==> src/hw/cap_pkg.sv <==
// Constants, types and register map of the charge algorithm parameter bank
package cap_pkg;

	// Register sub-addresses
	localparam logic [7:0] CAP_ADDR_TAPER_THR    = 8'h1C;
	localparam logic [7:0] CAP_ADDR_CV_LIMIT     = 8'h1D;
	localparam logic [7:0] CAP_ADDR_TOTAL_LIMIT  = 8'h1E;
	localparam logic [7:0] CAP_ADDR_BP_FIRST     = 8'h1F;
	localparam logic [7:0] CAP_ADDR_BP_LAST      = 8'h24;
	localparam logic [7:0] CAP_ADDR_VCODE_HI     = 8'h25;
	localparam logic [7:0] CAP_ADDR_VCODE_LO     = 8'h26;
	localparam logic [7:0] CAP_ADDR_ICODE_HI     = 8'h27;
	localparam logic [7:0] CAP_ADDR_ICODE_LO     = 8'h28;
	localparam logic [7:0] CAP_ADDR_CFG          = 8'h29;
	localparam logic [7:0] CAP_ADDR_ABSORB_ADD   = 8'h2A;
	localparam logic [7:0] CAP_ADDR_ABSORB_LIM   = 8'h2B;
	localparam logic [7:0] CAP_ADDR_EQ_ADD       = 8'h2C;
	localparam logic [7:0] CAP_ADDR_EQ_TIME      = 8'h2D;
	localparam logic [7:0] CAP_ADDR_RECHARGE     = 8'h2E;
	localparam logic [7:0] CAP_ADDR_TOTAL_SEC    = 8'h30;
	localparam logic [7:0] CAP_ADDR_CV_SEC       = 8'h31;
	localparam logic [7:0] CAP_ADDR_ABSORB_SEC   = 8'h32;
	localparam logic [7:0] CAP_ADDR_EQ_SEC       = 8'h33;

	// Config field positions
	localparam int CAP_CFG_TAPER_EN = 2;
	localparam int CAP_CFG_TCOMP_EN = 1;
	localparam int CAP_CFG_PROF_EN  = 0;

	// Reset values
	localparam logic [15:0] CAP_RST_TAPER_THR   = 16'h0888;
	localparam logic [15:0] CAP_RST_CV_LI_ION   = 16'h3840;
	localparam logic [15:0] CAP_RST_CV_LFP      = 16'h0E10;
	localparam logic [15:0] CAP_RST_TOTAL_LIMIT = 16'hFFFF;
	localparam logic [15:0] CAP_RST_EQ_TIME     = 16'h0E10;
	localparam logic [15:0] CAP_RST_RECHARGE    = 16'h4410;
	localparam logic [15:0] CAP_RST_ABSORB_LIM  = 16'h0E10;
	localparam logic [15:0] CAP_RST_BP_TOP      = 16'h7000;
	localparam logic [15:0] CAP_RST_BP_STEP     = 16'h1000;
	localparam logic [14:0] CAP_RST_CODE_LO     = 15'h7FFF;
	localparam logic [9:0]  CAP_RST_CODE_HI     = 10'h3FF;
	localparam logic [5:0]  CAP_RST_ADDER       = 6'h00;

	// Highest level codes: 3.8 V/cell iron-phosphate, 2.6 V/cell lead-acid
	localparam logic [6:0] CAP_LFP_CODE_MAX  = 7'h1F;
	localparam logic [6:0] CAP_LEAD_CODE_MAX = 7'h3F;

	// Chemistry strap codes
	localparam logic [2:0] CAP_PIN_LI_PROG   = 3'h0;
	localparam logic [2:0] CAP_PIN_LFP_PROG  = 3'h1;
	localparam logic [2:0] CAP_PIN_LEAD_PROG = 3'h2;
	localparam logic [2:0] CAP_PIN_LI_FIX    = 3'h3;
	localparam logic [2:0] CAP_PIN_LFP_FIX   = 3'h4;

	// One second tick
	localparam longint CAP_SECOND_NS    = 1000000000;
	localparam longint CAP_CLK_PERIOD_NS = 8;
	localparam int     CAP_TICK_CYCLES  = int'(CAP_SECOND_NS / CAP_CLK_PERIOD_NS);
	localparam logic [1:0] CAP_STRAP_SETTLE = 2'h3;

	typedef enum logic [1:0] {CHEM_LI_ION, CHEM_LFP, CHEM_LEAD} cap_chem_t;

	typedef enum {ST_IDLE, ST_CCCV, ST_ABSORB, ST_EQUALIZE, ST_PAUSE,
		ST_TIMER_TERM, ST_TAPER_TERM, ST_TIME_FAULT} cap_state_t;

	// Live measurements and loop flags from the charger
	typedef struct packed {
		logic [15:0] battery_current_reading;
		logic [15:0] ntc_ratio;
		logic        at_target_voltage;
	} cap_meas_t;

	// Targets handed to the regulation loops
	typedef struct packed {
		logic [6:0] voltage_code;
		logic [4:0] current_code;
		logic       temp_comp_en;
	} cap_target_t;

endpackage : cap_pkg

==> src/hw/cap_bank.sv <==
// Charge algorithm parameter bank with its charge phase sequencer
module cap_bank
	import cap_pkg::*;
#(
	parameter int TICK_CYCLES = CAP_TICK_CYCLES
)(
	// Clock and reset
	input  wire logic        mclk,
	input  wire logic        rst_n,
	// Chemistry strap pins
	input  wire logic [2:0]  chem_pin,
	// Register port
	input  wire logic        reg_wr,
	input  wire logic        reg_rd,
	input  wire logic [7:0]  reg_addr,
	input  wire logic [15:0] reg_wdata,
	output logic      [15:0] reg_rdata_q,
	// Charger side
	input  wire logic        charge_en,
	input  wire logic        equalize_req,
	input  wire logic [5:0]  charge_voltage_code,
	input  wire logic [4:0]  charge_current_code,
	input  wire cap_meas_t   meas,
	output cap_target_t      target_q,
	output logic             charge_pause_q,
	output logic             terminated_q,
	output logic             time_fault_q,
	output logic [15:0]      recharge_level_q
);

	// Strap synchroniser and settle counter
	logic [2:0]  pin_s1_q, pin_s2_q, pin_s3_q;
	logic [2:0]  strap_q;             // Accepted strap code
	logic [1:0]  settle_q;            // Agreeing samples before defaults load
	logic        ready_q;             // Defaults loaded
	cap_chem_t   chem;
	logic        programmable;
	logic        lithium;

	// Bank contents
	logic [15:0] taper_current_threshold_q;
	logic [15:0] cv_time_limit_q;
	logic [15:0] total_charge_time_limit_q;
	logic [15:0] temp_breakpoint_q [6];
	logic [9:0]  region_voltage_codes_hi_q;
	logic [14:0] region_voltage_codes_lo_q;
	logic [9:0]  region_current_codes_hi_q;
	logic [14:0] region_current_codes_lo_q;
	logic [2:0]  cfg_q;
	logic [5:0]  absorb_adder_q;
	logic [15:0] absorb_time_limit_q;
	logic [5:0]  equalize_adder_q;
	logic [15:0] equalize_duration_q;

	// Timers and sequencer
	logic [26:0] tick_cnt_q;
	logic        tick_q;
	logic [15:0] total_sec_q, cv_elapsed_seconds_q, absorb_sec_q, eq_sec_q;
	cap_state_t  state_q, state_d;
	logic        wr_ok;
	logic [5:0]  below_bp;
	logic [2:0]  region;
	logic        region_off;
	logic        taper_hit;
	logic        prof_on;
	logic [6:0]  base;                // Charge code widened to level width
	logic [6:0]  sum_abs;             // Absorb adder plus charge code
	logic [6:0]  sum_eq;              // Equalize adder plus charge code

	// Three-stage strap sampling, first stage feeds only the second
	always_ff @(posedge mclk or negedge rst_n)
	begin
		if (!rst_n)
		begin
			pin_s1_q <= 3'h0;
			pin_s2_q <= 3'h0;
			pin_s3_q <= 3'h0;
		end
		else
		begin
			pin_s1_q <= chem_pin;
			pin_s2_q <= pin_s1_q;
			pin_s3_q <= pin_s2_q;
		end
	end

	// Strap taken once two later stages agree; counted to let it settle
	always_ff @(posedge mclk or negedge rst_n)
	begin
		if (!rst_n)
		begin
			strap_q  <= 3'h0;
			settle_q <= 2'h0;
			ready_q  <= 1'b0;
		end
		else if (pin_s2_q == pin_s3_q)
		begin
			strap_q <= pin_s3_q;
			if (settle_q != CAP_STRAP_SETTLE)
				settle_q <= settle_q + 2'h1;
			else
				ready_q <= 1'b1;
		end
	end

	// Decode chemistry and programmability
	always_comb
	begin
		programmable = (strap_q == CAP_PIN_LI_PROG) || (strap_q == CAP_PIN_LFP_PROG) ||
			(strap_q == CAP_PIN_LEAD_PROG);
		if ((strap_q == CAP_PIN_LI_PROG) || (strap_q == CAP_PIN_LI_FIX))
			chem = CHEM_LI_ION;
		else if ((strap_q == CAP_PIN_LFP_PROG) || (strap_q == CAP_PIN_LFP_FIX))
			chem = CHEM_LFP;
		else
			chem = CHEM_LEAD;
		lithium = (chem != CHEM_LEAD);
	end

	// Writes land only once defaults are in and the strap is programmable
	assign wr_ok = reg_wr && ready_q && programmable;

	// Scalar bank registers; chemistry defaults load when the strap settles
	always_ff @(posedge mclk or negedge rst_n)
	begin
		if (!rst_n)
		begin
			taper_current_threshold_q <= CAP_RST_TAPER_THR;
			cv_time_limit_q           <= CAP_RST_CV_LI_ION;
			total_charge_time_limit_q <= CAP_RST_TOTAL_LIMIT;
			cfg_q                     <= 3'h3;
			absorb_adder_q            <= CAP_RST_ADDER;
			absorb_time_limit_q       <= CAP_RST_ABSORB_LIM;
			equalize_adder_q          <= CAP_RST_ADDER;
			equalize_duration_q       <= CAP_RST_EQ_TIME;
			recharge_level_q          <= CAP_RST_RECHARGE;
		end
		else if (!ready_q)
		begin
			// Chemistry-dependent defaults follow the settling strap
			cv_time_limit_q <= (chem == CHEM_LFP) ? CAP_RST_CV_LFP : CAP_RST_CV_LI_ION;
			cfg_q           <= {1'b0, !lithium, lithium};
		end
		else if (wr_ok)
		begin
			case (reg_addr)
				CAP_ADDR_TAPER_THR:   taper_current_threshold_q <= reg_wdata;
				CAP_ADDR_CV_LIMIT:    cv_time_limit_q           <= reg_wdata;
				CAP_ADDR_TOTAL_LIMIT: total_charge_time_limit_q <= reg_wdata;
				CAP_ADDR_CFG:         cfg_q                     <= reg_wdata[2:0];
				CAP_ADDR_ABSORB_ADD:  absorb_adder_q            <= reg_wdata[5:0];
				CAP_ADDR_ABSORB_LIM:  absorb_time_limit_q       <= reg_wdata;
				CAP_ADDR_EQ_ADD:      equalize_adder_q          <= reg_wdata[5:0];
				CAP_ADDR_EQ_TIME:     equalize_duration_q       <= reg_wdata;
				CAP_ADDR_RECHARGE:    recharge_level_q          <= reg_wdata;
				default:              ;
			endcase
		end
	end

	// Packed region codes, one field of five bits per region
	always_ff @(posedge mclk or negedge rst_n)
	begin
		if (!rst_n)
		begin
			region_voltage_codes_hi_q <= CAP_RST_CODE_HI;
			region_voltage_codes_lo_q <= CAP_RST_CODE_LO;
			region_current_codes_hi_q <= CAP_RST_CODE_HI;
			region_current_codes_lo_q <= CAP_RST_CODE_LO;
		end
		else if (wr_ok)
		begin
			case (reg_addr)
				CAP_ADDR_VCODE_HI: region_voltage_codes_hi_q <= reg_wdata[9:0];
				CAP_ADDR_VCODE_LO: region_voltage_codes_lo_q <= reg_wdata[14:0];
				CAP_ADDR_ICODE_HI: region_current_codes_hi_q <= reg_wdata[9:0];
				CAP_ADDR_ICODE_LO: region_current_codes_lo_q <= reg_wdata[14:0];
				default:           ;
			endcase
		end
	end

	// Breakpoints and their comparisons, one per entry
	for (genvar i = 0; i < 6; i++)
	begin : g_bp
		localparam logic [7:0] ADDR = CAP_ADDR_BP_FIRST + 8'(i);
		// Default ladder falls from cold to warm
		always_ff @(posedge mclk or negedge rst_n)
		begin
			if (!rst_n)
				temp_breakpoint_q[i] <= CAP_RST_BP_TOP - 16'(i) * CAP_RST_BP_STEP;
			else if (wr_ok && (reg_addr == ADDR))
				temp_breakpoint_q[i] <= reg_wdata;
		end
		// Ratio falls as it warms, so at or below means past this point
		assign below_bp[i] = (meas.ntc_ratio <= temp_breakpoint_q[i]);
	end

	// Region 1 is coldest; each breakpoint passed adds one
	always_comb
	begin
		region = 3'h1;
		for (int k = 0; k < 6; k++)
			region = region + {2'h0, below_bp[k]};
		region_off = (region == 3'h1) || (region == 3'h7);
	end

	// Pick a five-bit field from the packed pair for a region
	function automatic logic [4:0] pick_code(input logic [2:0] rg, input logic [9:0] hi,
		input logic [14:0] lo);
		case (rg)
			3'h2:    pick_code = lo[4:0];
			3'h3:    pick_code = lo[9:5];
			3'h4:    pick_code = lo[14:10];
			3'h5:    pick_code = hi[4:0];
			3'h6:    pick_code = hi[9:5];
			default: pick_code = 5'h00;
		endcase
	endfunction : pick_code

	// One-second tick from the system clock
	always_ff @(posedge mclk or negedge rst_n)
	begin
		if (!rst_n)
		begin
			tick_cnt_q <= 27'h0;
			tick_q     <= 1'b0;
		end
		else if (tick_cnt_q == 27'(TICK_CYCLES - 1))
		begin
			tick_cnt_q <= 27'h0;
			tick_q     <= 1'b1;
		end
		else
		begin
			tick_cnt_q <= tick_cnt_q + 27'h1;
			tick_q     <= 1'b0;
		end
	end

	// Taper qualifier; a zero threshold switches detection off
	assign taper_hit = (taper_current_threshold_q != 16'h0) && meas.at_target_voltage &&
		($signed(meas.battery_current_reading) < $signed(taper_current_threshold_q));
	assign prof_on = lithium && cfg_q[CAP_CFG_PROF_EN];

	// Phase sequencer
	always_comb
	begin
		state_d = state_q;
		case (state_q)
			ST_IDLE:
				if (charge_en && ready_q)
				begin
					// Lead-acid always absorbs; iron-phosphate unless the low five adder bits are zero
					if ((chem == CHEM_LEAD) || ((chem == CHEM_LFP) && (absorb_adder_q[4:0] != 5'h0)))
						state_d = ST_ABSORB;
					else
						state_d = ST_CCCV;
				end
			ST_CCCV:
				if (lithium && (total_sec_q > total_charge_time_limit_q))
					state_d = ST_TIME_FAULT;
				else if (prof_on && region_off)
					state_d = ST_PAUSE;
				else if (lithium && cfg_q[CAP_CFG_TAPER_EN] && taper_hit)
					state_d = ST_TAPER_TERM;
				else if (lithium && (cv_elapsed_seconds_q >= cv_time_limit_q))
					state_d = ST_TIMER_TERM;
				else if ((chem == CHEM_LEAD) && equalize_req)
					state_d = ST_EQUALIZE;
			ST_ABSORB:
				if (taper_hit || (absorb_sec_q >= absorb_time_limit_q))
					state_d = ST_CCCV;
			ST_EQUALIZE:
				if (eq_sec_q >= equalize_duration_q)
					state_d = ST_CCCV;
			ST_PAUSE:
				if (!(prof_on && region_off))
					state_d = ST_CCCV;
			ST_TIMER_TERM, ST_TAPER_TERM, ST_TIME_FAULT:
				state_d = state_q;
			default:
				state_d = ST_IDLE;
		endcase
		// Charger withdrawal restarts the cycle
		if (!charge_en)
			state_d = ST_IDLE;
	end

	// Sequencer state register
	always_ff @(posedge mclk or negedge rst_n)
	begin
		if (!rst_n)
			state_q <= ST_IDLE;
		else
			state_q <= state_d;
	end

	// Second counters; each phase counter clears when its phase is left, the total one in idle
	always_ff @(posedge mclk or negedge rst_n)
	begin
		if (!rst_n)
		begin
			total_sec_q          <= 16'h0;
			cv_elapsed_seconds_q <= 16'h0;
			absorb_sec_q         <= 16'h0;
			eq_sec_q             <= 16'h0;
		end
		else
		begin
			if (state_q == ST_IDLE)
				total_sec_q <= 16'h0;
			else if (tick_q && lithium && (total_sec_q != 16'hFFFF))
				total_sec_q <= total_sec_q + 16'h1;
			if ((state_q != ST_CCCV) || !meas.at_target_voltage)
				cv_elapsed_seconds_q <= 16'h0;
			else if (tick_q && lithium)
				cv_elapsed_seconds_q <= cv_elapsed_seconds_q + 16'h1;
			if (state_q != ST_ABSORB)
				absorb_sec_q <= 16'h0;
			else if (tick_q)
				absorb_sec_q <= absorb_sec_q + 16'h1;
			if (state_q != ST_EQUALIZE)
				eq_sec_q <= 16'h0;
			else if (tick_q)
				eq_sec_q <= eq_sec_q + 16'h1;
		end
	end

	// Level sums ahead of their clamps; seven bits so no carry is lost
	always_comb
	begin
		base   = {1'b0, charge_voltage_code};
		sum_eq = {1'b0, equalize_adder_q} + base;
		if (chem == CHEM_LFP)
			sum_abs = {2'h0, absorb_adder_q[4:0]} + base;
		else
			sum_abs = {1'b0, absorb_adder_q} + base;
	end

	// Voltage and current targets for the loops
	always_ff @(posedge mclk or negedge rst_n)
	begin
		if (!rst_n)
		begin
			target_q       <= '0;
			charge_pause_q <= 1'b0;
			terminated_q   <= 1'b0;
			time_fault_q   <= 1'b0;
		end
		else
		begin
			if (prof_on)
			begin
				// Region codes replace the charge codes
				target_q.voltage_code <= {2'h0, pick_code(region, region_voltage_codes_hi_q,
					region_voltage_codes_lo_q)};
				target_q.current_code <= pick_code(region, region_current_codes_hi_q,
					region_current_codes_lo_q);
			end
			else if ((state_q == ST_ABSORB) && (chem == CHEM_LFP))
			begin
				target_q.voltage_code <= (sum_abs > CAP_LFP_CODE_MAX) ? CAP_LFP_CODE_MAX : sum_abs;
				target_q.current_code <= charge_current_code;
			end
			else if ((state_q == ST_ABSORB) && (chem == CHEM_LEAD))
			begin
				target_q.voltage_code <= (sum_abs > CAP_LEAD_CODE_MAX) ? CAP_LEAD_CODE_MAX : sum_abs;
				target_q.current_code <= charge_current_code;
			end
			else if ((state_q == ST_EQUALIZE) && (chem == CHEM_LEAD))
			begin
				target_q.voltage_code <= (sum_eq > CAP_LEAD_CODE_MAX) ? CAP_LEAD_CODE_MAX : sum_eq;
				target_q.current_code <= charge_current_code;
			end
			else
			begin
				target_q.voltage_code <= base;
				target_q.current_code <= charge_current_code;
			end
			// Compensation only matters for lead-acid
			target_q.temp_comp_en <= (chem == CHEM_LEAD) && cfg_q[CAP_CFG_TCOMP_EN];
			charge_pause_q <= (state_q == ST_PAUSE) || (state_q == ST_IDLE);
			terminated_q   <= (state_q == ST_TIMER_TERM) || (state_q == ST_TAPER_TERM);
			time_fault_q   <= (state_q == ST_TIME_FAULT);
		end
	end

	// Read port: answer one cycle after the strobe, unmapped reads zero
	always_ff @(posedge mclk or negedge rst_n)
	begin
		if (!rst_n)
			reg_rdata_q <= 16'h0;
		else if (reg_rd)
		begin
			case (reg_addr)
				CAP_ADDR_TAPER_THR:   reg_rdata_q <= taper_current_threshold_q;
				CAP_ADDR_CV_LIMIT:    reg_rdata_q <= cv_time_limit_q;
				CAP_ADDR_TOTAL_LIMIT: reg_rdata_q <= total_charge_time_limit_q;
				CAP_ADDR_VCODE_HI:    reg_rdata_q <= {6'h0, region_voltage_codes_hi_q};
				CAP_ADDR_VCODE_LO:    reg_rdata_q <= {1'b0, region_voltage_codes_lo_q};
				CAP_ADDR_ICODE_HI:    reg_rdata_q <= {6'h0, region_current_codes_hi_q};
				CAP_ADDR_ICODE_LO:    reg_rdata_q <= {1'b0, region_current_codes_lo_q};
				CAP_ADDR_CFG:         reg_rdata_q <= {13'h0, cfg_q};
				CAP_ADDR_ABSORB_ADD:  reg_rdata_q <= {10'h0, absorb_adder_q};
				CAP_ADDR_ABSORB_LIM:  reg_rdata_q <= absorb_time_limit_q;
				CAP_ADDR_EQ_ADD:      reg_rdata_q <= {10'h0, equalize_adder_q};
				CAP_ADDR_EQ_TIME:     reg_rdata_q <= equalize_duration_q;
				CAP_ADDR_RECHARGE:    reg_rdata_q <= recharge_level_q;
				CAP_ADDR_TOTAL_SEC:   reg_rdata_q <= total_sec_q;
				CAP_ADDR_CV_SEC:      reg_rdata_q <= cv_elapsed_seconds_q;
				CAP_ADDR_ABSORB_SEC:  reg_rdata_q <= absorb_sec_q;
				CAP_ADDR_EQ_SEC:      reg_rdata_q <= eq_sec_q;
				default:
					if ((reg_addr >= CAP_ADDR_BP_FIRST) && (reg_addr <= CAP_ADDR_BP_LAST))
						reg_rdata_q <= temp_breakpoint_q[3'(reg_addr - CAP_ADDR_BP_FIRST)];
					else
						reg_rdata_q <= 16'h0;
			endcase
		end
	end

	// Fixed strap: a write to the absorb adder leaves it untouched
	property p_fixed_write;
		@(posedge mclk) disable iff (!rst_n)
		(reg_wr && !programmable && ready_q && (reg_addr == CAP_ADDR_ABSORB_ADD))
			|=> $stable(absorb_adder_q);
	endproperty
	a_fixed_write: assert property (p_fixed_write) else $error("fixed write changed bank");

	// Zero threshold never yields taper termination
	property p_taper_off;
		@(posedge mclk) disable iff (!rst_n)
		(taper_current_threshold_q == 16'h0) |-> (state_d != ST_TAPER_TERM || state_q == ST_TAPER_TERM);
	endproperty
	a_taper_off: assert property (p_taper_off) else $error("taper term with zero threshold");

	// Lead-acid never times out in CV
	property p_lead_no_cv_term;
		@(posedge mclk) disable iff (!rst_n)
		(chem == CHEM_LEAD) |-> (state_q != ST_TIMER_TERM && state_q != ST_TIME_FAULT);
	endproperty
	a_lead_no_cv_term: assert property (p_lead_no_cv_term) else $error("lead-acid lithium timer");

	// Iron-phosphate absorb target never passes its ceiling
	property p_lfp_clamp;
		@(posedge mclk) disable iff (!rst_n)
		($past(state_q) == ST_ABSORB && chem == CHEM_LFP && !prof_on)
			|-> (target_q.voltage_code <= CAP_LFP_CODE_MAX);
	endproperty
	a_lfp_clamp: assert property (p_lfp_clamp) else $error("absorb level over ceiling");

	// Li-ion never enters absorb
	property p_li_no_absorb;
		@(posedge mclk) disable iff (!rst_n)
		(chem == CHEM_LI_ION) |-> (state_q != ST_ABSORB);
	endproperty
	a_li_no_absorb: assert property (p_li_no_absorb) else $error("li-ion in absorb");

	// Cold or hot region pauses charging within two cycles
	property p_region_pause;
		@(posedge mclk) disable iff (!rst_n)
		(state_q == ST_CCCV && charge_en && prof_on && region_off && lithium
			&& total_sec_q <= total_charge_time_limit_q) ##1 (charge_en && prof_on && region_off)
			|-> ##1 charge_pause_q;
	endproperty
	a_region_pause: assert property (p_region_pause) else $error("no pause in end region");

	// Absorb counter advances by one on a tick
	property p_absorb_count;
		@(posedge mclk) disable iff (!rst_n)
		(state_q == ST_ABSORB && $past(state_q) == ST_ABSORB && $past(tick_q))
			|-> (absorb_sec_q == $past(absorb_sec_q) + 16'h1);
	endproperty
	a_absorb_count: assert property (p_absorb_count) else $error("absorb seconds stalled");

	// Tick pulse lasts a single cycle
	property p_tick_gap;
		@(posedge mclk) disable iff (!rst_n)
		tick_q |=> !tick_q;
	endproperty
	a_tick_gap: assert property (p_tick_gap) else $error("tick wider than one cycle");

endmodule : cap_bank

==> config.mk <==
export PLATFORM = sky130hd
export DESIGN_NAME = cap_bank
export DESIGN_NICKNAME = d
export VERILOG_FILES = /design/src/hw/cap_pkg.sv /design/src/hw/cap_bank.sv
export SDC_FILE = /design/constraint.sdc
export NUM_CORES = 1
export LEC_CHECK = 0
export ABC_AREA = 1
export CAP_MARGIN = 20
export CORE_ASPECT_RATIO = 1.75
export CORE_MARGIN = 2
export CORE_UTILIZATION = 25
export DETAILED_ROUTE_END_ITERATION = 8
export DONT_BUFFER_PORTS = 1
export GPL_TIMING_DRIVEN = 1
export PLACE_DENSITY = 0.46
export SETUP_SLACK_MARGIN = 0.05
export SKIP_LAST_GASP = 1
export SLEW_MARGIN = 20
export SYNTH_ARGS = -nofsm -noshare
export SYNTH_HDL_FRONTEND = slang
export SYNTH_SLANG_ARGS = --single-unit
==> constraint.sdc <==
create_clock -name mclk -period 9.8 [get_ports mclk]
set_input_delay 0.98 -clock mclk [delete_from_list [all_inputs] [get_ports mclk]]
set_output_delay 0.98 -clock mclk [all_outputs]
set_load 0.005 [all_outputs]
==> run summary, run 1 <==
By count the netlist is led by 644 x nand2_1, 388 x inv_1, 350 x o21ai_0. A synthesized cell averages 7.95 sq um. The CTS root buffer is clkbuf_16.

The run gives 98500 sq um as the overall die area. After synthesis, the largest family of logic cells by area is simple AND/OR/NAND/NOR gates. After layout, the minimum clock period comes to 5080 ps. The worst setup path is captured at a flip-flop. The first global-routing pass estimated 150000 microns of wire. The run gives 0 as the final setup violation count.

Static timing analysis puts the maximum clock frequency at 197 MHz. The number of optimization iterations in the first detailed-route pass was 5; the part of the Yosys area used for sequential elements was 42.1%. The clock network accounts for 41.2% of the total power. Clock-pin slew was measured on the worst setup and hold paths at 60 ps. The flow ran to the end, and the final reports show no timing, DRC or antenna violations. The worst setup path is launched from an input port.

The endpoint required time on the critical path was 10340 ps. Core area: 95300 sq um. Of the total power, the share spent switching nets is 31.9%. Post-route setup TNS: 0 ps. The launch point of the critical path is meas[1].

Dividing total power by cell area gives a power density of 163 nW/um^2. Clock skew on the completed layout was measured at 31.0 ps. Counting distinct cell types in the post-synthesis netlist gives 64.

The layout overhead on the synthesized area is 11.9%. Counting flops with an async set or reset pin after synthesis yields a share of 100%. In the final layout, the share of cells above drive strength 1 is 9.20%. The start-to-end type of the worst setup path was input port to flip-flop. The flop and latch count out of synthesis was 399.

The maximum fanout count along the critical path was 6. The analysis attributes to net switching a power of 1.40 mW. For the number of top-level design ports, the log shows 125. Traced cell by cell, the critical path runs through inv_1 > ha_1 > inv_1 > a21oi_1 > nor2_1 > a211oi_1 > o221ai_1 > a211oi_1 > a21oi_1 > ha_1 > fa_1 > fa_1 > fa_1 > inv_1 > nand2_1 > nand4_1 > o41ai_1 > inv_1 > nand3_1 > nor2_1 > inv_1 > nand2_1 > nand2_1.

For the largest net degree at the start of global routing, the log shows 400. TritonCTS built the clock tree. The synthesized-area fraction occupied by xor and xnor cells is 0.767%, and the wire length per cell is 24.7 microns. Setup repair after global routing left no endpoint under its margin. The min-delay analysis places its worst path in the category input port to async pin. After detailed routing, the number of vias per cell comes to 5.00. The height of the die was 414 microns.

The total overflow left after global routing is 0. Summing all non-filler instances in the final layout gives an area of 26800 sq um. Once the floorplan was initialized, standard cells occupied 25.2% of the core.

The floorplan has 150 rows. The violation count after the first detailed-route iteration is 1560. The leakage component of the power was 11.2 nW. TritonCTS created 45 clock buffers. Across all layers, the routed design uses 21200 vias. The most frequent cell after synthesis is nand2_1.

Synthesis produced a netlist whose cell count is 3018. For the worst-skew pair, the clock arrives at the later sink with an insertion delay of 630 ps. The run gives 4730 ps as the reg-to-reg setup timing slack. The x dimension of the die is 238 microns. During synthesis, Yosys emitted a total of 0 warnings. Sequential cells account for 42.3% of the total power. Internal power comes to 2.98 mW.

The biggest area contributor in the post-synthesis netlist is dfrtp_1. Of the total power, combinational logic draws 16.5%. Summing all placed instances gives a cell area of 25300 sq um. After detailed routing, the number of remaining DRC violations is 0.

The synthesized netlist devotes 20.2% of its cell area to simple gates. The number of antenna violations at the first check in global routing was 5. On the final layout, the worst hold slack is 152 ps. The number of sinks driven by the clock tree came out at 399. Counting stages on the worst path, the most repeated cell is inv_1. The worst register-to-register path begins at temp_breakpoint_q[49]. Routability-driven placement finished with a final weighted congestion of 0.963.

The cell with the largest stage delay on the worst path was fa_1. Of the post-synthesis cell area, the part taken by muxes is 0.0470%. Number of global-route vias before repair: 21300. Number of gates resized after CTS: 0. The worst path uses 51.8% of the clock period. The count of antenna-violating nets left after detailed routing was 0. After the last flow step, the layout net total stands at 3265.

The arithmetic-cell share of the synthesized area counting full adders, half adders and majority gates was 10.7%. Global routing used 21.2% of the available tracks across all layers. The share of the core filled with cells in the final layout came out at 28.2%.

The top cell type by area accounts for 31.5% of the synthesized area. The tools report the quantity of hold-fixing buffers added after cts as 0. For the H-tree depth, the log shows 2. When the netlist entered floorplanning its net count stood at 3298. Final number of hold-violating endpoints: 0. The post-synthesis cell area is 24000 sq um.

The peak ir drop on the vdd network is 0.000116 V, and the number of enable flip-flop cells after synthesis is 0. For the worst setup path, the data arrival time is 5620 ps. Among all flip-flop cells after synthesis, the most frequent one is dfrtp_1. Summing the areas of all compound-gate instances in the mapped netlist gives 17.8% of the synthesized area. Across the run, the number of max-cap violations was 0. The number of buffers added on ports was 0; the stage delay of the slowest cell on the critical path was 640 ps.

At the pin with the least slew margin, the transition time is 1270 ps. By area the synthesized netlist is led by dfrtp_1 32%, dfstp_2 11%, ha_1 10%. No sink is reached through more buffers than the 3 on the longest clock path.

The max-slew violation count was 0. Post-CTS setup repair buffer count: 0. The tightest slew margin relative to the limit is 15.0%, and the sum of net half-perimeters after detailed placement is 80800 microns. For this block, the routed nets add up to 105000 microns of wire.
power groups by stage:
stage               Clock, mW  Combinational [mW]  Sequential [mW]
floorplan                   0               0.455             1.83
global placement            0               0.716             1.88
detailed placement          0               0.720             1.88
CTS                      1.85               0.722             1.85
global route             1.91               0.798             1.86
finish                   1.80               0.722             1.85
metal layers:
metal	track usage, %	share of wire (%)
met1	20.2	33
met3	3.79	5.2
met2	39.2	52
met4	17.6	9.7
met5	0	0.011
stage by stage:
stage | total power, mW | cells | setup WS, ps
final | 4.38 | 4240 | 4720
after global routing | 4.56 | 4238 | 4380
after CTS | 4.43 | 4236 | 4720
after detailed placement | 2.60 | 4152 | 4140
after global placement | 2.60 | 4151 | 4130
after floorplan | 2.28 | 3018 | 5090
cell families (layout without fill, tap and decap cells):
family | Yosys count | in the layout
adder cells (fa/ha/maj) | 203 | 203
buffers and inverters | 523 | 527
flip-flops | 399 | 399
other | 1 | 3
XOR/XNOR | 21 | 21
AND/OR/NAND/NOR | 1110 | 1110
AO/OA/AOI/OAI | 760 | 760
multiplexers | 1 | 1
area by class of cell:
| class | count | area, sq um |
|---|---|---|
| fillers | 10400 | 68500 |
| repair buffers | 25 | 223 |
| flip-flops and latches | 399 | 10100 |
| clock inverters | 20 | 235 |
| well taps | 1216 | 1520 |
| inverters | 418 | 1570 |
| multi-input cells | 2096 | 11900 |
| diodes | 2 | 5.00 |
| clock buffers | 64 | 1290 |
registers in the layout, indices dropped and copies added, names as in the netlist, 13 cells and up:
register                   cells
equalize_duration_q           16
eq_sec_q                      16
region_current_codes_lo_q     15
total_charge_time_limit_q     16
target_q                      13
recharge_level_q              16
absorb_sec_q                  16
absorb_time_limit_q           16
taper_current_threshold_q     16
reg_rdata_q                   16
total_sec_q                   16
cv_elapsed_seconds_q          16
region_voltage_codes_lo_q     15
temp_breakpoint_q             96
tick_cnt_q                    27
cv_time_limit_q               16
placed cells by master (no fill, tap or decap), types with 41 or more instances in the layout:
master,n
nand2_1,644
nor2_1,203
dfrtp_1,302
o21ai_1,49
nand3_1,79
nand4_1,41
nor3_1,62
o21ai_0,350
dfstp_2,97
clkbuf_16,45
ha_1,198
o22ai_1,64
a21oi_1,167
inv_1,388
path summary, 6_finish.rpt:
path                                                end  cells past startpoint
hold reg to reg                             pin_s2_q[1]                      0
max in group asynchronous                  target_q[11]                      0
setup reg to reg                             state_q[0]                     22
hold / removal             taper_current_threshold_q[0]                      0
min in group mclk                           pin_s2_q[1]                      0
setup / recovery                             state_q[0]                     23
critical path: cells and delay by family:
kind | cells | cell delay, ps
AND/OR/NAND/NOR | 7 | 840
buffers and inverters | 5 | 460
AO/OA/AOI/OAI | 6 | 1170
adder cells (fa/ha/maj) | 5 | 2170
Power figures use the tool's default switching activity.
==> run 2: changes to the inputs <==
clock period = 5.31 ns   (was 9.8 ns; I/O delays follow)
==> run summary, run 2 (same netlist as run 1, synthesis figures left out) <==
For the final setup violation count, the log shows 0 (unchanged). The clock transition at the register clock pins on the worst setup and hold paths after CTS was 70 ps (about the same); the core area was 95300 sq um (unchanged). The post-CTS setup repair buffer count was 0 (unchanged); the aggregate routed wire length was 105000 microns (+0.43%). The worst setup path is launched from a flip-flop. The number of optimization iterations in the first detailed-route pass was 8 (+3); the number of sinks driven by the clock tree was 399 (unchanged). The maximum fanout count along the critical path is 4 (-2), and the clock latency at the later pin of the worst-skew pair is 620 ps (about the same). The run gives 98500 sq um (unchanged) as the overall die area. The worst hold path belongs to the class input port to flip-flop.

The tree is rooted in a clkbuf_16. For the final number of hold-violating endpoints, the log shows 0 (unchanged). The H-tree depth came out at 2 (unchanged).

The standard-cell row count was 150 (unchanged); the peak ir drop on the vdd network was 0.000222 V (+92%). Sum of buffers and inverters on the critical path: 3 (-2). The count of cell instances traversed by the critical path was 21 (-8.7%); the global placer's final weighted congestion was 0.961 (-0.26%). The logs give 21.2% (about the same) for the total global-route track usage and 5800 ps (-4540 ps) for the endpoint required time on the critical path. Share of the core filled with cells in the final layout: 28.6% (+0.41 points). The most common library cell in the layout ignoring fill and taps is nand2_1.

The via count normalized by instance count came out at 5.01 (+0.16%). Leaving out fill and tap cells, the most frequent cells in the layout are 643 x nand2_1, 388 x inv_1, 350 x o21ai_0. The logs give 0 (unchanged) for the total grt overflow and 0 (unchanged) for the number of violations of the max-capacitance limit. Max-slew violation count: 0 (unchanged).

The worst setup path is captured at a flip-flop. The total CTS buffers came out at 45 (unchanged). The maximum buffer depth of the clock tree came out at 3 (unchanged).

The pre-CTS setup slack came out at 185 ps (-3950 ps). From synthesis to final layout, the design area changed by 13.5%. The wire length per cell was 24.7 microns (about the same); the routed via count was 21300 (+0.66%). The fmax was 204 MHz. The tools report the violation count after the first detailed-route iteration as 1636 (+4.9%). The critical path goes through inv_1 > ha_1 > a21oi_1 > nor2_1 > a211oi_1 > o221ai_1 > a211oi_1 > a21oi_1 > ha_1 > fa_1 > fa_1 > fa_1 > nand2_1 > nand4_1 > buf_4 > o41ai_1 > inv_1 > nand3_1 > nor2_1 > nand3_1 > nand2_1. Setup repair after global routing left no endpoint under its margin.

The leakage component of the power came out at 11.4 nW (+1.7%). The largest registers in the layout are temp_breakpoint_q x96, tick_cnt_q x27. Among all stages on the critical path, the largest delay is contributed by fa_1. The critical path is of the flip-flop to flip-flop type. For the tightest slew margin relative to the limit, the log shows 28.6% (+14 points).

Along the worst hold path, the cell count comes to 2. TritonCTS built the clock tree. The number of nets in the final layout is 3286 (+0.64%). The largest net degree at the start of global routing is 400 (unchanged). The cell that appears most often on the critical path is fa_1. Effective utilization at floorplan: 25.2% (unchanged). For the worst endpoint data arrival time, the log shows 5390 ps (-230 ps). The transition at the pin with the smallest max-transition slack is 1070 ps (-206 ps), and the number of top-level design ports is 125 (unchanged). The number of global-route vias before repair was 21300 (+0.22%); the layout filler cell count was 10300 (-0.62%). temp_breakpoint_q holds more flip-flops than any other register. The tools report the DRC violation count after routing as 0 (unchanged). The areal power density over the cells is 312 nW/um^2 (+91%), and the minimum clock period is 4900 ps. The x dimension of the die works out to 238 microns (unchanged).

Broken down by cell family, the worst path's largest delay share belongs to adder cells. The first-pass GRT wire length was 150000 microns (+0.28%); the fraction of final layout cells sized beyond drive strength 1 was 9.76% (+0.56 points). The logs give 0 (unchanged) for the count of antenna-violating nets left after detailed routing and 81100 microns (+0.35%) for the sum of net half-perimeters after detailed placement. The number of buffers added on ports was 0 (unchanged); the clock tree skew after final layout was 34.0 ps (+3.05 ps).

The worst hold-check slack was 38.8 ps (-114 ps); the flip-flop count of the largest register after layout was 96 (unchanged). In the finished design, the share of the clock period the worst path needs comes to 92.3%. The height of the die works out to 414 microns (unchanged). Cell count of the worst reg-to-reg path: 21 (-4.5%). The run gives 411 ps (-4310 ps) as the worst setup margin.

The tools report the filler-free cell count of the finished design as 4261 (+0.50%). The post-placement cell count was 4167 (+0.36%). The number of antenna violations at the first check in global routing was 3 (-2).

The stage delay of the slowest cell on the critical path was 660 ps (+20 ps); the post-route setup TNS was 0 ps (unchanged). The run finished with clean final reports.
run 2: metal layers:
layer / wire (microns) / part of all wire (%) / track usage, %
met4: 11000 / 10 / 18.9
met1: 34800 / 33 / 20.0
met2: 53900 / 51 / 38.8
met3: 5470 / 5.2 / 3.76
met5: 0 / 0 / 0
run 2: where the power goes:
| group | leakage [nW] | internal, mW | switching (mW) |
|---|---|---|---|
| logic | 5.47 | 0.397 | 1.05 |
| registers | 5.11 | 3.24 | 0.163 |
| clock network | 0.810 | 2.19 | 1.46 |
| total | 11.4 | 5.83 | 2.67 |
run 2: final cells by class:
type	instances	area, sq um	share of cell area (%)
Timing Repair Buffer	46	458	1.68
Clock buffer	61	1280	4.69
Antenna cell	2	5.00	0.0184
Sequential cell	399	10100	37.1
Multi-Input combinational cell	2096	11900	43.7
Clock inverter	23	400	1.47
Inverter	418	1570	5.76
Tap cell	1216	1520	5.59
run 2: path summary, 6_finish.rpt:
kind / start / end / slack, ps
setup / recovery: temp_breakpoint_q[49] / state_q[1] / 410
setup reg to reg: temp_breakpoint_q[49] / state_q[1] / 410
min in group asynchronous: rst_n / taper_current_threshold_q[2] / 900
hold reg to reg: pin_s1_q[1] / pin_s2_q[1] / 350
hold / removal: charge_current_code[1] / target_q[2] / 40
max in group asynchronous: rst_n / pin_s3_q[0] / 3130
run 2: through the flow:
stage / cell area, sq um / power, mW
2_1_floorplan: 24000 / 4.22
3_3_place_gp: 25400 / 4.82
3_5_place_dp: 25400 / 4.82
4_1_cts: 27100 / 8.52
5_1_grt: 27200 / 8.85
6_report: 27200 / 8.50
run 2: repair_timing:
item | 4_1_cts | 5_1_grt
gates resized for setup | 0 | 1
hold endpoints to repair | 334 | 118
hold buffers | 4 | 2
setup endpoints to repair | 0 | 1
==> run 3: changes to the inputs <==
ABC_AREA = unset   (was 1)
CELL_PAD_IN_SITES_DETAIL_PLACEMENT = 1   (was unset)
CELL_PAD_IN_SITES_GLOBAL_PLACEMENT = 1   (was unset)
PLACE_DENSITY = 0.53   (was 0.46)
REMOVE_ABC_BUFFERS = 1   (was unset)
==> run summary, run 3 <==
The number of sinks driven by the clock tree was 399 (unchanged); the fraction of final layout cells sized beyond drive strength 1 was 19.9% (+10 points). The run gives 3645 (-14%) as the filler-free cell count of the finished design. The tools report the startpoint of the worst register-to-register path as temp_breakpoint_q[89]. The aggregate routed wire length came out at 106000 microns (+0.44%).

Of all cell types, the one taking the most synthesized area is dfrtp_1. Standard-cell row count: 149 (-0.67%). For the clock latency at the later pin of the worst-skew pair, the log shows 610 ps (about the same). The primary flip-flop cell chosen by synthesis mapping was dfrtp_1. The share of total power in combinational logic is 12.2% (-4.8 points). The run gives -407 ps (-593 ps) as the pre-CTS setup slack. The CTS root buffer is clkbuf_16. The library cell used most frequently in the layout, excluding fill and tap cells, is dfrtp_1. The minimum clock period works out to 5110 ps (+209 ps). The run gives 23800 sq um (-0.75%) as the post-synthesis cell area. The height of the die came out at 412 microns (-0.37%). Number of enable flip-flop cells after synthesis: 0 (unchanged). The areal power density over the cells was 296 nW/um^2 (-5.0%).

The net switching fraction of the power was 27.4% (-4.1 points); the share of total power in sequential cells was 41.2% (+1.1 points). The final number of hold-violating endpoints is 228 (+228), and the maximum buffer depth of the clock tree is 3 (unchanged). The tightest slew margin relative to the limit was -14.9% (-43 points); the flip-flop count of the largest register after layout was 96 (unchanged). The area share of the largest cell type after synthesis came out at 31.7% (+0.24 points). The total grt overflow came out at 0 (unchanged). For the worst endpoint data arrival time, the log shows 5610 ps (+220 ps). The tools report the peak ir drop on the vdd network as 0.000183 V (-18%). The largest registers in the layout are temp_breakpoint_q x96, tick_cnt_q x27. The number of nets in the final layout came out at 2678 (-19%). The start-to-end type of the worst setup path was flip-flop to flip-flop. The run gives 12600 sq um (+6.1%) as the area of combinational cells with multiple inputs. Final setup violation count: 0 (unchanged). Yosys instantiated no cell more often than dfrtp_1. Number of optimization iterations in the first detailed-route pass: 5 (-3). The internal power consumption came out at 5.90 mW (+1.3%). The fraction of the cycle the final worst path needs came out at 96.2% (+3.9 points).

The violation count after the first detailed-route iteration is 1121 (-31%). The worst register-to-register path ends at state_q[0]. The number of top-level design ports came out at 125 (unchanged).

In the post-synthesis netlist, the biggest area contributors are dfrtp_1 32%, dfstp_2 11%, ha_1 10%. The clock transition at the register clock pins on the worst setup and hold paths after CTS was 70 ps (about the same); the leakage component of the power was 12.1 nW (+6.6%). The global placer's final weighted congestion came out at 0.916 (-4.7%).

The synthesized instance count came out at 2375 (-21%). The transition at the pin with the smallest max-transition slack was 1720 ps (+655 ps). The net switching power came out at 2.22 mW (-17%). Total global-route track usage: 21.6% (+0.47 points). The kind of start point of the critical path is a flip-flop. The final reports fail on negative hold slack, max-slew violations. The logs give 0 (unchanged) for the DRC violation count after routing and 152000 microns (+1.2%) for the first-pass GRT wire length.

Ranked by flip-flop count, first place goes to temp_breakpoint_q. The x dimension of the die was 237 microns (-0.37%). The logs give 27400 sq um (+0.71%) for the final design area excluding fillers and 3554 (-15%) for the post-placement cell count.

The wire length per cell is 29.0 microns (+17%), and the total power draw is 8.13 mW (-4.4%). The largest net degree at the start of global routing is 400 (unchanged). The number of warnings reported in the yosys synthesis log was 0 (unchanged); the number of antenna violations at the first check in global routing was 1 (-2). The layout overhead on the synthesized area is 15.2%.

The run gives 97800 sq um (-0.74%) as the overall die area. Count of antenna-violating nets left after detailed routing: 0 (unchanged). The flop and latch count out of synthesis is 399 (unchanged), and the post-synthesis cell type count is 76 (+19%).

The endpoint required time on the critical path came out at 5810 ps (about the same). Number of buffers added on ports: 0 (unchanged). Leaving out fill and tap cells, the most frequent cells in the layout are 302 x dfrtp_1, 226 x nand2_1, 195 x ha_1.

The layout filler cell count was 10600 (+3.0%); the routed via count was 19300 (-9.6%). Worst setup margin: 203 ps (-209 ps). The cell count of the worst reg-to-reg path was 23 (+9.5%); the worst hold-check slack was -318 ps (-357 ps). The standard cell area after detailed placement was 25500 sq um (+0.46%).

The run gives 46.7% (+3.8 points) as the clock network fraction of design power. For the part of the Yosys area used for sequential elements, the log shows 42.5% (+0.32 points). For the fmax, the log shows 196 MHz (-4.1%). In the synthesized netlist, the cells that appear most often are 302 x dfrtp_1, 227 x nand2_1, 198 x ha_1. Via count normalized by instance count: 5.29 (+5.6%).

The run gives 10100 sq um (unchanged) as the area used by sequential logic in the layout. The flow ran to the end, but the final reports show violations. The run gives 200 ps (-210 ps) as the reg-to-reg setup timing slack. The sum of net half-perimeters after detailed placement was 81600 microns (+0.59%). Setup repair after global routing could not meet its margin everywhere. For the number of violations of the max-capacitance limit, the log shows 0 (unchanged). The number of global-route vias before repair was 21300 (-0.17%). The total CTS buffers is 45 (unchanged).

The quantity of hold-fixing buffers added after cts came out at 3 (-1). The post-synthesis average cell area was 10.0 sq um (+26%). The max-slew violation count came out at 146 (+146).

The core area is 94300 sq um (-1.1%). The tightest min-delay check is of the input port to async pin type. TritonCTS built the clock tree.

The worst setup path is captured at a flip-flop. The effective utilization at floorplan was 25.2% (+0.078 points); the maximum fanout count along the critical path was 4 (unchanged). For the clock tree skew after final layout, the log shows 22.2 ps (-11.9 ps).

The async set-reset flop share out of synthesis was 100% (unchanged); the H-tree depth was 2 (unchanged).
[run 3: changes by cell type in the layout (fill, tap and decap cells not counted), sizes merged, moves of 63 or more]
cell,delta
nand2,-428
a21oi,-80
o21ai,-251
mux2,+161
nor2,-63
inv,-224
[run 3: what timing repair did]
| item | in CTS | in global routing |
|---|---|---|
| buffers inserted | 1 | 1 |
| resized for setup | 8 | 14 |
| setup endpoints to repair | 11 | 12 |
| pin swaps | 2 | 18 |
| endpoints found under the hold margin | 358 | 323 |
[run 3: power groups by stage]
stage               sequential (mW)  combinational, mW  clock, mW
floorplan                      3.33              0.543          0
CTS                            3.35              0.975       3.88
global placement               3.40              0.940          0
detailed placement             3.40              0.958          0
global route                   3.36               1.07       3.99
finish                         3.34              0.988       3.79
[run 3: layer usage]
layer	global-route usage (%)	vias up	routed length [microns]
met1	20.6	9996	34900
met3	3.41	241	4390
li1	-	8541	-
met5	0	-	0
met2	41.5	511	57400
met4	16.1	0	8960
[run 3: kinds of logic (layout without fill, tap and decap cells)]
family	Yosys count	in the layout	share of synthesized area (%)
other	1	3	0.0158
AOI/OAI and AO/OA	513	513	14.5
xor gates and xnor gates	89	89	3.27
and+or+nand+nor	656	656	13.3
DFF	399	399	42.5
adders and majority gates	203	203	10.8
buffers and inverters	309	369	5.22
muxes	205	205	10.3
[run 3: final cells by class]
cell class	count	share of cell area, %
multi-input cells	1667	46.0
flip-flops and latches	399	36.8
well taps	1208	5.51
clock buffers	65	4.90
inverters	195	2.67
repair buffers	90	2.53
clock inverters	19	1.50
diodes	2	0.0182
[run 3: worst max path at each step]
| stage | endpoint | start | cells after the start | slack (ps) |
|---|---|---|---|---|
| 3_3_place_gp | state_q[0] | meas[10] | 22 | -340 |
| 6_report | state_q[0] | temp_breakpoint_q[89] | 23 | 200 |
| 2_1_floorplan | state_q[0] | meas[10] | 21 | 70 |
| 5_1_grt | state_q[0] | temp_breakpoint_q[89] | 23 | -30 |
| 4_1_cts | state_q[0] | temp_breakpoint_q[89] | 23 | 60 |
| 3_5_place_dp | state_q[0] | meas[10] | 22 | -410 |
[run 3: critical path, stage by stage, from the launching register on]
cell and delay [ps]:
dfrtp_1 400, inv_2 80, ha_4 190, a21o_1 160, a21oi_2 130, nor2b_1 60, o21ai_1 140, nand2b_1 180
a211o_1 300, o211ai_1 180, a21oi_1 100, ha_1 300, fa_2 510, fa_2 350, fa_1 490, xnor2_1 160
nand4b_1 110, buf_6 150, nand2_4 60, a221oi_2 240, o21ai_1 120, a31oi_2 260, o21ai_1 120, a32o_1 220
[run 3: per-stage QoR]
step | util (%) | TNS, ps
2_1_floorplan | - | 0
4_1_cts | 29.0 | 0
6_report | 29.1 | 0
5_1_grt | 29.1 | -28.8
3_5_place_dp | 27.1 | -1940
3_3_place_gp | 27.0 | -1180
